[src/include/rtcr_defs.svh]
// Register offsets, field positions and limits of the calendar and alarm register slice.
// Notes on behaviour
// - BCD month: tens 0-1, ones 0-9
// - Binary month: one byte, 1 to 12
// - BCD year: tens and ones digits 0-9
// - Binary year: one byte, 0 to 99
// - BCD epoch: tens and ones digits 0-9
// - Binary epoch: one byte, 0 to 99
// - Counts survive reset, writable only unlocked
// - Alarm set points survive reset, always writable
// - BCD alarm seconds: tens 0-5, ones 0-9
// - Binary alarm seconds: one byte, 0 to 59
// - BCD alarm minutes: tens 0-5, ones 0-9
// - Binary alarm minutes: one byte, 0 to 59
// - Encoding select picks BCD or binary for month, year and epoch counting; alarm set points are stored as written
// - Unlock halts counting and opens count writes
`ifndef RTCR_DEFS_SVH
`define RTCR_DEFS_SVH
`define RTCR_ADDR_MONTH 8'he5
`define RTCR_ADDR_YEAR 8'he6
`define RTCR_ADDR_EPOCH 8'he7
`define RTCR_ADDR_WAKE_SECONDS_ONES 8'he8
`define RTCR_ADDR_WAKE_MINUTES_ONES 8'he9
`define RTCR_NUM_REGS 5
`define RTCR_IDX_MONTH 3'h0
`define RTCR_IDX_YEAR 3'h1
`define RTCR_IDX_EPOCH 3'h2
`define RTCR_IDX_WAKE_SECONDS_ONES 3'h3
`define RTCR_IDX_WAKE_MINUTES_ONES 3'h4
`define RTCR_MONTH_FIRST 8'h01
`define RTCR_MONTH_LAST_BIN 8'h0c
`define RTCR_MONTH_LAST_BCD 8'h12
`define RTCR_YEAR_LAST_BIN 8'h63
`define RTCR_YEAR_LAST_BCD 8'h99
`define RTCR_SETPT_LAST_BIN 8'h3b
`define RTCR_SETPT_LAST_BCD 8'h59
`define RTCR_TENS_MSB 7
`define RTCR_TENS_LSB 4
`define RTCR_ONES_MSB 3
`define RTCR_ONES_LSB 0
`endif

[src/include/rtcr_pkg.sv]
// Types shared by the calendar and alarm register slice.
package rtcr_pkg;
  typedef struct packed {
    logic [7:0] addr;
    logic [7:0] wdata;
    logic wr;
    logic rd;
  } rtcr_io_req_t;
  typedef struct packed {
    logic [7:0] rdata;
    logic hit;
  } rtcr_io_rsp_t;
  typedef enum logic {RTCR_ENC_BIN, RTCR_ENC_BCD} rtcr_enc_t;
endpackage

[src/rtl/rtcr_reg_store.sv]
// Five-byte register store with a registered read port and no reset, so contents survive reset.
`timescale 1ns/100ps
`default_nettype none
`include "rtcr_defs.svh"
module rtcr_reg_store
(
  // Clock
  input wire logic clk_i,
  // Write port
  input wire logic [`RTCR_NUM_REGS-1:0] we_i,
  input wire logic [7:0] wdata_i [`RTCR_NUM_REGS],
  // Read port
  input wire logic [2:0] raddr_i,
  output logic [7:0] rdata_o,
  // Whole contents for the counting logic
  output logic [7:0] q_o [`RTCR_NUM_REGS]
);
  logic [7:0] mem [`RTCR_NUM_REGS];

  genvar g;
  generate
    for (g = 0; g < `RTCR_NUM_REGS; g++)
    begin : g_ent
      always_ff @(posedge clk_i)
      begin
        if (we_i[g])
          mem[g] <= wdata_i[g];
      end
      assign q_o[g] = mem[g];
    end
  endgenerate

  always_ff @(posedge clk_i)
  begin
    if (raddr_i < 3'(`RTCR_NUM_REGS))
      rdata_o <= mem[raddr_i];
    else
      rdata_o <= 8'h00;
  end
endmodule // rtcr_reg_store
`default_nettype wire

[src/rtl/rtcr_calendar_regs.sv]
// Month, year and epoch counters with the alarm seconds and minutes set points.
`timescale 1ns/100ps
`default_nettype none
`include "rtcr_defs.svh"
module rtcr_calendar_regs
(
  // Clock and reset
  input wire logic clk_i,
  input wire logic reset_n_i,
  // Processor I/O cycle, same clock domain
  input wire rtcr_pkg::rtcr_io_req_t io_req_i,
  output rtcr_pkg::rtcr_io_rsp_t io_rsp_o,
  // Links to the rest of the clock
  input wire logic bcd_en_i,
  input wire logic unlock_i,
  input wire logic month_carry_i,
  // Current values for the alarm comparators
  output logic [7:0] month_o,
  output logic [7:0] year_o,
  output logic [7:0] epoch_o,
  output logic [7:0] alarm_sec_o,
  output logic [7:0] alarm_min_o
);
  logic [`RTCR_NUM_REGS-1:0] we;
  logic [`RTCR_NUM_REGS-1:0] host_we;
  logic [`RTCR_NUM_REGS-1:0] count_we;
  logic [7:0] wdata [`RTCR_NUM_REGS];
  logic [7:0] q [`RTCR_NUM_REGS];
  logic [7:0] rdata;
  logic [2:0] idx;
  logic idx_ok;
  logic rd_q;
  logic bump;
  logic month_wrap;
  logic year_wrap;
  logic [7:0] next_month;
  logic [7:0] next_year;
  logic [7:0] next_epoch;

  // Increment one byte in the active encoding; in BCD the ones digit rolls 9 to 0 with a tens carry.
  function automatic logic [7:0] inc_val(input logic [7:0] v, input logic bcd);
    logic [7:0] r;
    r = v + 8'h01;
    if (bcd && v[`RTCR_ONES_MSB:`RTCR_ONES_LSB] == 4'h9)
      r = {v[`RTCR_TENS_MSB:`RTCR_TENS_LSB] + 4'h1, 4'h0};
    return r;
  endfunction

  always_comb
  begin
    idx_ok = 1'b1;
    unique case (io_req_i.addr)
      `RTCR_ADDR_MONTH: idx = `RTCR_IDX_MONTH;
      `RTCR_ADDR_YEAR: idx = `RTCR_IDX_YEAR;
      `RTCR_ADDR_EPOCH: idx = `RTCR_IDX_EPOCH;
      `RTCR_ADDR_WAKE_SECONDS_ONES: idx = `RTCR_IDX_WAKE_SECONDS_ONES;
      `RTCR_ADDR_WAKE_MINUTES_ONES: idx = `RTCR_IDX_WAKE_MINUTES_ONES;
      default:
      begin
        idx = 3'h7;
        idx_ok = 1'b0;
      end
    endcase
  end

  assign bump = month_carry_i && !unlock_i;

  assign month_wrap = bcd_en_i ? (q[`RTCR_IDX_MONTH] == `RTCR_MONTH_LAST_BCD)
                               : (q[`RTCR_IDX_MONTH] == `RTCR_MONTH_LAST_BIN);
  assign year_wrap = bcd_en_i ? (q[`RTCR_IDX_YEAR] == `RTCR_YEAR_LAST_BCD)
                              : (q[`RTCR_IDX_YEAR] == `RTCR_YEAR_LAST_BIN);

  always_comb
  begin
    next_month = month_wrap ? `RTCR_MONTH_FIRST : inc_val(q[`RTCR_IDX_MONTH], bcd_en_i);
    next_year = year_wrap ? 8'h00 : inc_val(q[`RTCR_IDX_YEAR], bcd_en_i);
    if (q[`RTCR_IDX_EPOCH] == (bcd_en_i ? `RTCR_YEAR_LAST_BCD : `RTCR_YEAR_LAST_BIN))
      next_epoch = 8'h00;
    else
      next_epoch = inc_val(q[`RTCR_IDX_EPOCH], bcd_en_i);
  end

  always_comb
  begin
    host_we = '0;
    if (io_req_i.wr && idx_ok)
    begin
      if (idx >= `RTCR_IDX_WAKE_SECONDS_ONES)
        host_we[idx] = 1'b1;
      else if (unlock_i)
        host_we[idx] = 1'b1;
    end
  end

  always_comb
  begin
    count_we = '0;
    if (bump)
    begin
      count_we[`RTCR_IDX_MONTH] = 1'b1;
      count_we[`RTCR_IDX_YEAR] = month_wrap;
      count_we[`RTCR_IDX_EPOCH] = month_wrap && year_wrap;
    end
  end

  // Count writes need unlock and counting needs lock, so one entry never has two sources in a cycle.
  always_comb
  begin
    for (int i = 0; i < `RTCR_NUM_REGS; i++)
    begin
      we[i] = host_we[i] || count_we[i];
      wdata[i] = io_req_i.wdata;
    end
    if (count_we[`RTCR_IDX_MONTH])
      wdata[`RTCR_IDX_MONTH] = next_month;
    if (count_we[`RTCR_IDX_YEAR])
      wdata[`RTCR_IDX_YEAR] = next_year;
    if (count_we[`RTCR_IDX_EPOCH])
      wdata[`RTCR_IDX_EPOCH] = next_epoch;
  end

  rtcr_reg_store u_store
  (
    .clk_i(clk_i),
    .we_i(we),
    .wdata_i(wdata),
    .raddr_i(idx),
    .rdata_o(rdata),
    .q_o(q)
  );

  always_ff @(posedge clk_i or negedge reset_n_i)
  begin
    if (!reset_n_i)
      rd_q <= 1'b0;
    else
      rd_q <= io_req_i.rd && idx_ok;
  end

  // Read answer two cycles after the read strobe; unmapped addresses answer zero with hit low.
  always_ff @(posedge clk_i or negedge reset_n_i)
  begin
    if (!reset_n_i)
      io_rsp_o <= '0;
    else
      io_rsp_o <= '{rdata: (rd_q ? rdata : 8'h00), hit: rd_q};
  end

  // The store has no reset, so value outputs are cleared only until the first clock after release.
  always_ff @(posedge clk_i or negedge reset_n_i)
  begin
    if (!reset_n_i)
      month_o <= 8'h00;
    else
      month_o <= q[`RTCR_IDX_MONTH];
  end

  always_ff @(posedge clk_i or negedge reset_n_i)
  begin
    if (!reset_n_i)
      year_o <= 8'h00;
    else
      year_o <= q[`RTCR_IDX_YEAR];
  end

  always_ff @(posedge clk_i or negedge reset_n_i)
  begin
    if (!reset_n_i)
      epoch_o <= 8'h00;
    else
      epoch_o <= q[`RTCR_IDX_EPOCH];
  end

  always_ff @(posedge clk_i or negedge reset_n_i)
  begin
    if (!reset_n_i)
      alarm_sec_o <= 8'h00;
    else
      alarm_sec_o <= q[`RTCR_IDX_WAKE_SECONDS_ONES];
  end

  always_ff @(posedge clk_i or negedge reset_n_i)
  begin
    if (!reset_n_i)
      alarm_min_o <= 8'h00;
    else
      alarm_min_o <= q[`RTCR_IDX_WAKE_MINUTES_ONES];
  end
endmodule // rtcr_calendar_regs
`default_nettype wire

[config.mk]
export PLATFORM = sky130hd
export DESIGN_NAME = rtcr_calendar_regs
export DESIGN_NICKNAME = d
export VERILOG_FILES = /design/src/include/rtcr_pkg.sv /design/src/rtl/rtcr_reg_store.sv /design/src/rtl/rtcr_calendar_regs.sv
export VERILOG_INCLUDE_DIRS = /design/src /design/src/include
export SDC_FILE = /design/constraint.sdc
export NUM_CORES = 1
export LEC_CHECK = 0
export BUFFER_PORTS_ARGS = -buffer_cell sky130_fd_sc_hd__buf_2
export CAP_MARGIN = 10
export CORE_MARGIN = 4
export CORE_UTILIZATION = 58
export CTS_BUF_LIST = sky130_fd_sc_hd__clkbuf_8
export CTS_CLUSTER_SIZE = 24
export DETAILED_ROUTE_END_ITERATION = 7
export PLACE_DENSITY = 0.9
export SLEW_MARGIN = 20
export SYNTH_ARGS = -nofsm -noshare
export SYNTH_HDL_FRONTEND = slang
export SYNTH_SLANG_ARGS = --single-unit
[constraint.sdc]
create_clock -name clk_i -period 2.89 [get_ports clk_i]
set_input_delay 0.289 -clock clk_i [delete_from_list [all_inputs] [get_ports clk_i]]
set_output_delay 0.289 -clock clk_i [all_outputs]
set_load 0.05 [all_outputs]
==> Yosys cells after proc, flatten, opt, wreduce, memory -nomap -nowiden <==
Memories as Yosys holds them, arrays and structs flattened. A register that Yosys moved wholly into a read port is not among the register bits.
Index checks and enable logic that the tools add are counted.
{ "totals": {"regBits": 34, "ramBits": 40, "in_bits": 23, "output_inout_bits": 49, "elab_cells": 81, "mem_count": 1} }
{ "op_classes": {"add_sub_neg": 6, "magnitude_cmp": 4, "eq_ne": 13, "mux": 34, "n_reduce_logical": 17} }
{ "memory_table": {"columns": ["name", "depth", "width", "read_ports", "rd_clocked_by_memory_dff", "wr", "line", "rtl"], "rows": [
  ["u_store.mem", 5, 8, 6, 3, 4, "rtcr_reg_store.sv:18", "logic [7:0] mem [`RTCR_NUM_REGS];"]
]} }
{ "ops": {"columns": ["op", "count"], "rows": [
  ["$mux 8", 12],
  ["$eq 8x8->1 const B", 6],
  ["$add 8x1->8 const B", 3],
  ["$mux 1", 15],
  ["$mux 5", 3],
  ["$pmux 3 s5", 1],
  ["$add 4x1->4 const B", 3],
  ["$eq 4x4->1 const B", 3],
  ["$eq 8x4->1 const B", 1],
  ["$eq 8x5->1 const B", 1],
  ["$eq 8x7->1 const B", 1],
  ["$eq 8x8->1", 1],
  ["$logic_and 1x1->1", 8],
  ["$reduce_or 8->1", 1],
  ["$mux 3", 2],
  ["$reduce_or 5->1", 1],
  ["$logic_not 1->1", 4],
  ["$lt 3x4->1 const B", 1],
  ["$demux 1 s3", 1],
  ["$ge 3x1->1 const B", 1],
  ["$ge 3x2->1 const B", 1],
  ["$logic_or 1x1->1", 3],
  ["$lt 3x3->1 const B", 1]
]} }

==> Depth between registers and ports, before layout <==
Gate-level depths: netlist of the first run.
{ "logic_depth": {"word_depth": 13, "ltp_mapped": 8, "mapped_depth_nobuf": 7} }

==> By module <==
From an unflattened synthesis of the first run, not the netlist that was laid out.
{ "unflattened": {"hier_cells": 313, "area_unflattened_um2": 4204.0} }
{ "by_module_without_submodules": {"columns": ["module", "instances", "cells_each", "area_per_inst_um2", "seq_area_each_um2"], "rows": [
  ["rtcr_calendar_regs", 1, 227, 2482.4, 1251.2],
  ["rtcr_reg_store", 1, 86, 1721.7, 1361.3]
]} }

==> Worst setup path after synthesis of the first run <==
No wires, ideal clock.
{ "synth_timing": {"path_kind": "reg2reg", "from": "memory u_store.mem[0][0]", "to": "memory u_store.mem[1][0] (enable)", "arrival_time_ns": 1.963, "setup_slack_ns": 0.599, "path_stages_with_launch": 6, "path_buffers": 2, "path_cell_list": "edfxtp_1 or4_1 or3_1 clkbuf_1 clkbuf_1 nand2_1"} }
{ "synth_rtl": {"columns": ["element", "line"], "rows": [
  ["start, declared", "rtcr_reg_store.sv:18"]
]} }

==> flow_summary.yaml, run 1 <==
outcome:
  status: "finished clean"
setup_path:
  worstPathMaxFanout: 21
  cp_slowest_cell: "or3_1"
  rr_startpoint: "u_store.mem[0][5]$_DFFE_PP_"
  crit_type: "flip-flop to flip-flop"
  startpoint_type: "flip-flop"
  rr_worst_depth: 4
  max_stage_delay_ns: 0.59
  cp.required_ns: 2.95
  crit_arrival_ns: 2.81
  worst_r2r_endpoint: "u_store.mem[2][7]$_DFFE_PP_"
  path_cells: "or4_1 -> or3_1 -> or2_0 -> nand2_2"
  r2r_slack_ns: 0.14
  endpoint_kind: "flip-flop"
cts:
  postCtsSetupBuffers: 0
  clk_latency_ns: 0.37
  cts_root_buffer: "clkbuf_8"
  clock_path_buffers: 2
  cts_inserted_buffers: 9
  cts.sink_count: 98
  cts_tree: "done"
  htree_levels: 3
  clk_pin_slew_worst_paths_ns: 0.10
floorplan:
  initial_core_util: 0.598
  coreArea_sq_um: 6830
  die-area_sq_um: 8450
  die_x_um: 91.9
  io-pin-count: 72
  fp-row-count: 30
  die_y_um: 91.9
sta:
  finalSetupViolations: 0
  clock_skew_ns: 0.0118
  drv_slew: 0
  fin_crit_sh: 0.952
  slew_headroom: 0.539
  fin_ws_ns: 0.140
  period_needed_ns: 2.75
  clock.fmax_ghz: 0.364
  finalHoldViolations: 0
  finalSetupTns_ns: 0
  tightest_slew_ns: 0.688
  rsz0062_at_grt: "no"
synthesis:
  yosys.area_share.simple: 0.139
  muxShareOfSynthArea: 0.00735
  netlist_area_sq_um: 4090
  yosys.area.top_type_share: 0.306
  ys_warn_count: 0
  syn_nets: 358
  synthTopCellsByArea: "dfrtp_1 31%, edfxtp_1 29%, dfxtp_1 3.9%"
  synth_compound_area_frac: 0.128
  synth_top_family_by_area: "simple AND/OR/NAND/NOR gates"
  synth_flop_cell: "dfrtp_1"
  syn-mean-instance-area_sq_um: 12.5
  synth_edf_count: 40
  yosys.area_share.xor_xnor: 0.0386
  yosysUniqueCellTypes: 45
  ys_ff_latch: 98
  synth_area_leader_cell: "dfrtp_1"
  async_flop_share: 0.510
  synthAdderAreaFrac: 0.0276
  synthCells: 326
  ys_seq_area_frac: 0.639
cells_and_area:
  syn_to_final_growth_pct: 16.9
  nFillCells: 466
  final_area_sq_um: 4780
  drive_gt1_frac: 0.244
  antenna_cells: 0
  layoutNonFillerInstCount: 505
  nets: 436
global_routing:
  antenna_found_initial: 0
  grt_overflow_total: 0
  grt_usage: 0.237
  grt_max_degree: 31
  grt_pass1_wl_mm: 15.2
  grt_pass1_vias: 2933
route:
  vias_per_cell: 6.05
  drtIter0Drc: 357
  antenna_left: 0
  wl_per_cell_um: 19.1
  vias: 3057
  drtPass1Iterations: 6
  drcViolationCount: 0
  detail_route.wirelength_mm: 9.67
pwr:
  finalPower_mw: 2.52
  irDropWorstVdd_mv: 0.371
  swShare: 0.238
  power_density_nw_per_um2: 528
  clkPwrFrac: 0.351
  power_frac_seq: 0.584
  pwr-share-comb: 0.064
  power.leakage_nw: 2.00
  internal_power_mw: 1.92
  switching_power_uw: 600
min_path:
  whs_endpoint: "rd_q$_DFF_PN0_"
  hold_depth: 3
  min-delay-path-class: "input port to flip-flop"
  hp-start: "io_req_i[0]"
placement:
  port-buffer-count: 71
  hpwl_mm: 6.88
  place_ws_ns: 0.0835
  place_area_sq_um: 4570
  globalplace.congestion: 0.872
  dp_cells: 488
run:
  max_cap_violations: 0
synthesized netlist by cell type, drive strengths merged, types with 2 or more instances:
library cell and count:
xor2 8, or4 4, and2 10, and4b 5, a22o 9, buf 2
nand2b 4, nand3 7, xnor2 10, a211oi 2, o21a 2, nor3b 2
nand2 24, dfrtp 50, mux2i 3, a22oi 7, ha 9, o21ai 27
nand4b 6, nor2b 6, nand4 6, a21oi 18, inv 5, dfxtp 8
edfxtp 40, clkbuf 12, o2bb2ai 3, nor4bb 2, o31ai 8, nor2 15
worst max path at each step:
| stage | startpoint | slack, ns | endpoint |
|---|---|---|---|
| finish | u_store.mem[0][5]$_DFFE_PP_ | 0.14 | u_store.mem[2][7]$_DFFE_PP_ |
| global route | u_store.mem[0][2]$_DFFE_PP_ | 0.03 | u_store.mem[2][5]$_DFFE_PP_ |
| CTS | u_store.mem[0][5]$_DFFE_PP_ | 0.07 | u_store.mem[2][7]$_DFFE_PP_ |
| floorplan | u_store.mem[0][0]$_DFFE_PP_ | 0.60 | u_store.mem[1][0]$_DFFE_PP_ |
| global placement | u_store.mem[0][5]$_DFFE_PP_ | 0.24 | u_store.mem[2][1]$_DFFE_PP_ |
| detailed placement | u_store.mem[0][5]$_DFFE_PP_ | 0.08 | u_store.mem[2][4]$_DFFE_PP_ |
power groups by stage:
stage | logic (mW) | clock network (mW) | registers [mW]
CTS | 0.160 | 0.899 | 1.47
global route | 0.175 | 0.951 | 1.48
floorplan | 0.0639 | 0 | 1.52
detailed placement | 0.157 | 0 | 1.50
finish | 0.162 | 0.887 | 1.47
global placement | 0.154 | 0 | 1.50
worst max-delay path: cells and delay by family, from the launching register on:
family,cells,cell delay (ns)
simple gates,4,1.94
flops,1,0.50
routing by layer:
metal	routed length, um	part of all wire	up-vias	track usage
met1	3770	0.39	1449	0.316
met5	0	0	-	0
met4	214	0.022	0	0.0730
li1	-	-	1354	-
met2	4710	0.49	220	0.391
met3	973	0.10	34	0.0517
final cells by class:
| class | count | area (sq um) | share of cell area |
|---|---|---|---|
| flip-flops and latches | 98 | 2610 | 0.547 |
| multi-input cells | 209 | 1390 | 0.292 |
| repair buffers | 81 | 433 | 0.0906 |
| clock buffers | 9 | 124 | 0.0259 |
| well taps | 96 | 120 | 0.0251 |
| clock inverters | 7 | 76.3 | 0.0160 |
| inverters | 5 | 18.8 | 0.00393 |
timing repair:
item                                    4_1_cts  5_1_grt
endpoints found under the hold margin        28        0
hold buffers                                  1        0
gates resized for setup                       0        1
endpoints found under the setup margin        0        8
cells by family after synthesis:
logic type      count (synthesis)
compound gates                 81
xor+xnor                       18
fa+ha+maj                       9
buf+inv                        19
flops                          98
mux                             3
simple gates                   98
flip-flops by register name, summed over array words and instances (netlist names):
name / count
u_store.rdata_o: 8
u_store.mem: 40
month_o: 8
year_o: 8
rd_q: 1
epoch_o: 8
alarm_sec_o: 8
io_rsp_o: 9
alarm_min_o: 8
layout by cell type, fill, tap and decap left out, types with 10 or more instances in the layout:
master / instances
nand2_1: 23
a21oi_1: 18
nor2_1: 15
o21ai_0: 23
edfxtp_1: 40
dfrtp_1: 50
and2_1: 10
buf_2: 71
xnor2_1: 10
stage by stage:
stage	hold slack [ns]	utilization
after floorplan	-0.00659	-
after global placement	0.321	0.668
after detailed placement	0.340	0.668
after CTS	0.114	0.699
after global routing	0.122	0.699
final	0.124	0.699
(Power assumes the default switching activity.)
==> inputs of run 2 (changes only) <==
--- a/config.mk
+++ b/config.mk
@@ -8,7 +8,7 @@
 export LEC_CHECK = 0
 export BUFFER_PORTS_ARGS = -buffer_cell sky130_fd_sc_hd__buf_2
 export CAP_MARGIN = 10
-export CORE_MARGIN = 4
+export CORE_MARGIN = 5
 export CORE_UTILIZATION = 58
 export CTS_BUF_LIST = sky130_fd_sc_hd__clkbuf_8
 export CTS_CLUSTER_SIZE = 24
==> run 2 against run 1 <==
Maximum frequency rose by 9.8%. Register-to-register slack improved by 0.24 ns. Hold slack worse by 0.0028 ns. Clock power shrank 3.2%. Total power is 1.2% lower. Sequential cell count did not move. Combinational power about the same. Cell count is 0.40% lower. Sequential share of layout area grew 0.20 points. Final area is 0.37% lower. Critical path type unchanged. Largest cell class unchanged. Highest routed layer unchanged.
==> flow_summary.yaml, run 2 (same netlist as run 1, synthesis figures left out) <==
setup_path:
  rr_startpoint: "u_store.mem[0][5]$_DFFE_PP_"
  crit_arrival_ns: 2.56
  worstPathMaxFanout: 9
  r2r_slack_ns: 0.38
  crit_end: "u_store.mem[2][7]$_DFFE_PP_"
  crit_path_start: "u_store.mem[0][5]$_DFFE_PP_"
  endpoint_kind: "flip-flop"
  worst_r2r_endpoint: "u_store.mem[2][7]$_DFFE_PP_"
  startpoint_type: "flip-flop"
  cp.required_ns: 2.94
  crit_type: "flip-flop to flip-flop"
  rr_worst_depth: 4
route:
  drtPass1Iterations: 6
  detail_route.wirelength_mm: 9.81
  antenna_left: 0
  vias: 3037
  drcViolationCount: 0
  vias_per_cell: 6.04
  drtIter0Drc: 269
  wl_per_cell_um: 19.5
global_routing:
  use_met3: 0.0633
  grt_usage: 0.234
  grt_overflow_total: 0
  antenna_found_initial: 0
  met1_usage: 0.300
  grt_pass1_wl_mm: 15.4
  grt_max_degree: 51
  busiest_layer: "met2"
  grt_pass1_vias: 2941
  met2_usage: 0.365
cts:
  cts_root_buffer: "clkbuf_8"
  clock_path_buffers: 2
  htree_levels: 3
  cts_tree: "done"
  clk_pin_slew_worst_paths_ns: 0.11
  clk_latency_ns: 0.38
  cts.sink_count: 98
  cts_inserted_buffers: 9
cells_and_area:
  layoutNonFillerInstCount: 503
  regMostFlops: "u_store.mem"
  drive_gt1_frac: 0.241
  final_area_sq_um: 4760
  register_area_sq_um: 2610
  multi_input_area_sq_um: 1390
  final_cell_mix: "70 x buf_2, 50 x dfrtp_1, 40 x edfxtp_1"
  antenna_cells: 0
  syn_to_final_growth_pct: 16.5
  mostFrequentLayoutCell: "buf_2"
  top_regs: "u_store.mem: 40 flops, io_rsp_o: 9 flops"
  nFillCells: 493
  nets: 434
  largest_reg_flops: 40
sta:
  holdWs_ns: 0.121
  tightest_slew_ns: 0.680
  rsz0062_at_grt: "no"
  period_needed_ns: 2.51
  clock.fmax_ghz: 0.399
  fin_crit_sh: 0.867
  drv_slew: 0
  finalSetupViolations: 0
  finalSetupTns_ns: 0
  clock_skew_ns: 0.0102
  finalHoldViolations: 0
  slew_headroom: 0.545
run:
  max_cap_violations: 0
floorplan:
  die-area_sq_um: 8820
  io-pin-count: 72
  fp-row-count: 30
  initial_core_util: 0.598
  coreArea_sq_um: 6830
  die_y_um: 93.9
  die_x_um: 93.9
pwr:
  power_density_nw_per_um2: 524
  irDropWorstVdd_mv: 0.237
  power.leakage_nw: 1.99
placement:
  port-buffer-count: 71
  globalplace.congestion: 0.905
  hpwl_mm: 6.76
  dp_cells: 486
  place_area_sq_um: 4550
min_path:
  min-delay-path-class: "input port to flip-flop"
outcome:
  status: "finished clean"
-- run 2: where the power goes --
part,internal [mW],leakage (nW),total [mW],switching (mW)
Clock,0.339,0.101,0.859,0.520
Combinational,0.0513,0.851,0.160,0.109
Sequential,1.46,1.03,1.47,0.0126
-- run 2: final cells by class --
cell class,count,share of cell area
inverter,5,0.00394
clock buffer,9,0.0260
sequential,98,0.549
timing repair buffer,79,0.0883
clock inverter,7,0.0155
multi-input combinational,209,0.292
tap,96,0.0252
-- run 2: stage by stage --
stage               power (mW)  setup slack [ns]   util
CTS                       2.50             0.406  0.695
global route              2.58             0.259  0.697
finish                    2.49             0.384  0.697
global placement          1.65             0.517  0.666
floorplan                 1.59             0.599      -
detailed placement        1.66             0.419  0.666
-- run 2: repair_timing --
| action | CTS | global route |
|---|---|---|
| resized for setup | 0 | 0 |
| setup buffers | 0 | 0 |
| hold buffers | 0 | 1 |
| hold endpoints to repair | 0 | 50 |
-- run 2: worst min path at each step --
stage               cells after the start  slack, ns                        start                       end
floorplan                               0     -0.007                    reset_n_i  alarm_min_o[0]$_DFF_PN0_
global placement                        0       0.36  u_store.mem[3][5]$_DFFE_PP_  alarm_sec_o[5]$_DFF_PN0_
detailed placement                      0       0.36  u_store.mem[3][5]$_DFFE_PP_  alarm_sec_o[5]$_DFF_PN0_
CTS                                     3       0.11                  io_req_i[0]            rd_q$_DFF_PN0_
global route                            3       0.12                  io_req_i[0]            rd_q$_DFF_PN0_
finish                                  3       0.12                  io_req_i[0]            rd_q$_DFF_PN0_
-- run 2: metal layers --
| layer | vias up | wire length (um) |
|---|---|---|
| li1 | 1357 | - |
| met1 | 1435 | 3760 |
| met2 | 197 | 4720 |
| met3 | 48 | 934 |
| met4 | 0 | 396 |
| met5 | - | 0 |
-- run 2: worst max-delay path, stage by stage, from the launching register on --
cell      delay (ns)
edfxtp_1        0.50
or4_1           0.57
or3_1           0.38
or2_0           0.38
nand2_1         0.34
==> inputs of run 3 (changes only) <==
--- a/config.mk
+++ b/config.mk
@@ -8,11 +8,11 @@
 export LEC_CHECK = 0
 export BUFFER_PORTS_ARGS = -buffer_cell sky130_fd_sc_hd__buf_2
 export CAP_MARGIN = 10
-export CORE_MARGIN = 5
 export CORE_UTILIZATION = 58
 export CTS_BUF_LIST = sky130_fd_sc_hd__clkbuf_8
 export CTS_CLUSTER_SIZE = 24
 export DETAILED_ROUTE_END_ITERATION = 7
+export HOLD_SLACK_MARGIN = 0.15
 export PLACE_DENSITY = 0.9
 export SLEW_MARGIN = 20
 export SYNTH_ARGS = -nofsm -noshare
==> run 3 against run 2 <==
Hold slack better by 0.064 ns. Highest routed layer unchanged. Critical endpoint is now u_store.mem[2][3]$_DFFE_PP_. Largest cell class unchanged. Setup slack worse by 0.077 ns. Sequential power hardly changed. Critical path type unchanged. Non-clock buffer count is 1 higher. Count of clock-buffer cells in the layout stayed put. Sequential cell count stayed put.
==> flow_summary.yaml, run 3 (same netlist as run 1, synthesis figures left out) <==
global_routing:
  antenna_found_initial: 0
  grt_pass1_wl_mm: 14.5
  grt_pass1_vias: 2732
  grt_overflow_total: 0
  grt_max_degree: 51
  grt_usage: 0.270
sta:
  finalSetupViolations: 0
  period_needed_ns: 2.58
  finalSetupTns_ns: 0
  fin_crit_sh: 0.894
  clock_skew_ns: 0.00973
  holdWs_ns: 0.186
  clock.fmax_ghz: 0.387
  drv_slew: 0
  rsz0062_at_grt: "no"
  tightest_slew_ns: 0.647
  slew_headroom: 0.567
  finalHoldViolations: 0
setup_path:
  startpoint_type: "flip-flop"
  path_cells: "or4_1 -> or3_1 -> or2_0 -> nand2_1"
  r2r_slack_ns: 0.31
  crit_family: "simple AND/OR/NAND/NOR gates"
  cp.required_ns: 2.93
  rr_worst_depth: 4
  cp_slowest_cell: "or4_1"
  endpoint_kind: "flip-flop"
  max_stage_delay_ns: 0.56
  rr_startpoint: "u_store.mem[0][5]$_DFFE_PP_"
  crit_type: "flip-flop to flip-flop"
  cp_num_buf_inv: 0
  worstPathMaxFanout: 9
  crit_arrival_ns: 2.62
  worst_r2r_endpoint: "u_store.mem[2][3]$_DFFE_PP_"
floorplan:
  die_x_um: 85.9
  die_y_um: 85.9
  die-area_sq_um: 7380
  initial_core_util: 0.601
  fp-row-count: 30
  coreArea_sq_um: 6790
  io-pin-count: 72
outcome:
  status: "finished clean"
cts:
  clock_path_buffers: 2
  cts_inserted_buffers: 9
  clk_pin_slew_worst_paths_ns: 0.10
  htree_levels: 3
  cts_resized: 0
  cts_tree: "done"
  cts_root_buffer: "clkbuf_8"
  cts.sink_count: 98
  clk_latency_ns: 0.37
placement:
  port-buffer-count: 71
  hpwl_mm: 6.40
  place_area_sq_um: 4550
  globalplace.congestion: 0.960
cells_and_area:
  drive_gt1_frac: 0.240
  final_area_sq_um: 4770
  largest_reg_flops: 40
  regMostFlops: "u_store.mem"
  antenna_cells: 0
  nets: 435
  nFillCells: 457
  mostFrequentLayoutCell: "buf_2"
  top_regs: "u_store.mem: 40 flops, io_rsp_o: 9 flops"
  final_cell_mix: "70 x buf_2, 50 x dfrtp_1, 40 x edfxtp_1"
  syn_to_final_growth_pct: 16.7
route:
  vias_per_cell: 6.06
  vias: 3056
  detail_route.wirelength_mm: 9.45
  wl_per_cell_um: 18.7
  drcViolationCount: 0
  drtIter0Drc: 272
  antenna_left: 0
  drtPass1Iterations: 5
pwr:
  finalPower_mw: 2.49
  power_density_nw_per_um2: 523
  power.leakage_nw: 1.99
  irDropWorstVdd_mv: 0.307
min_path:
  min-delay-path-class: "input port to flip-flop"
  whs_endpoint: "u_store.mem[3][4]$_DFFE_PP_"
  hold_depth: 1
  hp-start: "io_req_i[6]"
run:
  max_cap_violations: 0
## run 3: cell types whose count changed in the layout (fill, tap and decap cells not counted), sizes merged
cell and change:
dlygate4sd3 +1, clkinv -1, clkinvlp +1
## run 3: per-layer routing
metal	up-vias	part of all wire	track usage
met5	-	0	0
met4	0	0.032	0.152
met3	27	0.094	0.0539
met2	215	0.47	0.404
met1	1454	0.40	0.373
li1	1360	-	-
## run 3: per-stage QoR
| step | util | worst slack [ns] | cells |
|---|---|---|---|
| floorplan | - | 0.599 | 326 |
| global placement | 0.670 | 0.474 | 486 |
| detailed placement | 0.670 | 0.365 | 486 |
| CTS | 0.702 | 0.328 | 504 |
| global route | 0.702 | 0.165 | 504 |
| finish | 0.702 | 0.307 | 504 |
## run 3: worst max-delay path by stage
stage                           startpoint                           to  slack, ns  cells past startpoint
2_1_floorplan  u_store.mem[0][0]$_DFFE_PP_  u_store.mem[1][0]$_DFFE_PP_       0.60                      5
3_3_place_gp   u_store.mem[0][5]$_DFFE_PP_  u_store.mem[2][1]$_DFFE_PP_       0.47                      4
3_5_place_dp   u_store.mem[0][5]$_DFFE_PP_  u_store.mem[2][3]$_DFFE_PP_       0.36                      4
4_1_cts        u_store.mem[0][5]$_DFFE_PP_  u_store.mem[2][0]$_DFFE_PP_       0.33                      4
5_1_grt        u_store.mem[0][2]$_DFFE_PP_  u_store.mem[2][0]$_DFFE_PP_       0.17                      5
6_report       u_store.mem[0][5]$_DFFE_PP_  u_store.mem[2][3]$_DFFE_PP_       0.31                      4
## run 3: timing repair
action	CTS	global route
setup buffers	0	0
hold endpoints to repair	51	0
hold buffers	2	0
## run 3: power by group
part | total (mW) | internal, mW | switching, mW
registers | 1.48 | 1.46 | 0.0127
logic | 0.162 | 0.0520 | 0.110
clock network | 0.856 | 0.338 | 0.518
## run 3: layout make-up
| class | instances | area, sq um | area share |
|---|---|---|---|
| Sequential cell | 98 | 2610 | 0.548 |
| Multi-Input combinational cell | 209 | 1390 | 0.292 |
| Timing Repair Buffer | 80 | 430 | 0.0902 |
| Clock buffer | 9 | 124 | 0.0260 |
| Tap cell | 96 | 120 | 0.0252 |
| Clock inverter | 7 | 72.6 | 0.0152 |
| Inverter | 5 | 18.8 | 0.00393 |
## run 3: worst reg2reg max path: cells and delay by family, from the launching register on
| kind | cells | cell delay, ns |
|---|---|---|
| flops | 1 | 0.50 |
| simple gates | 4 | 1.74 |
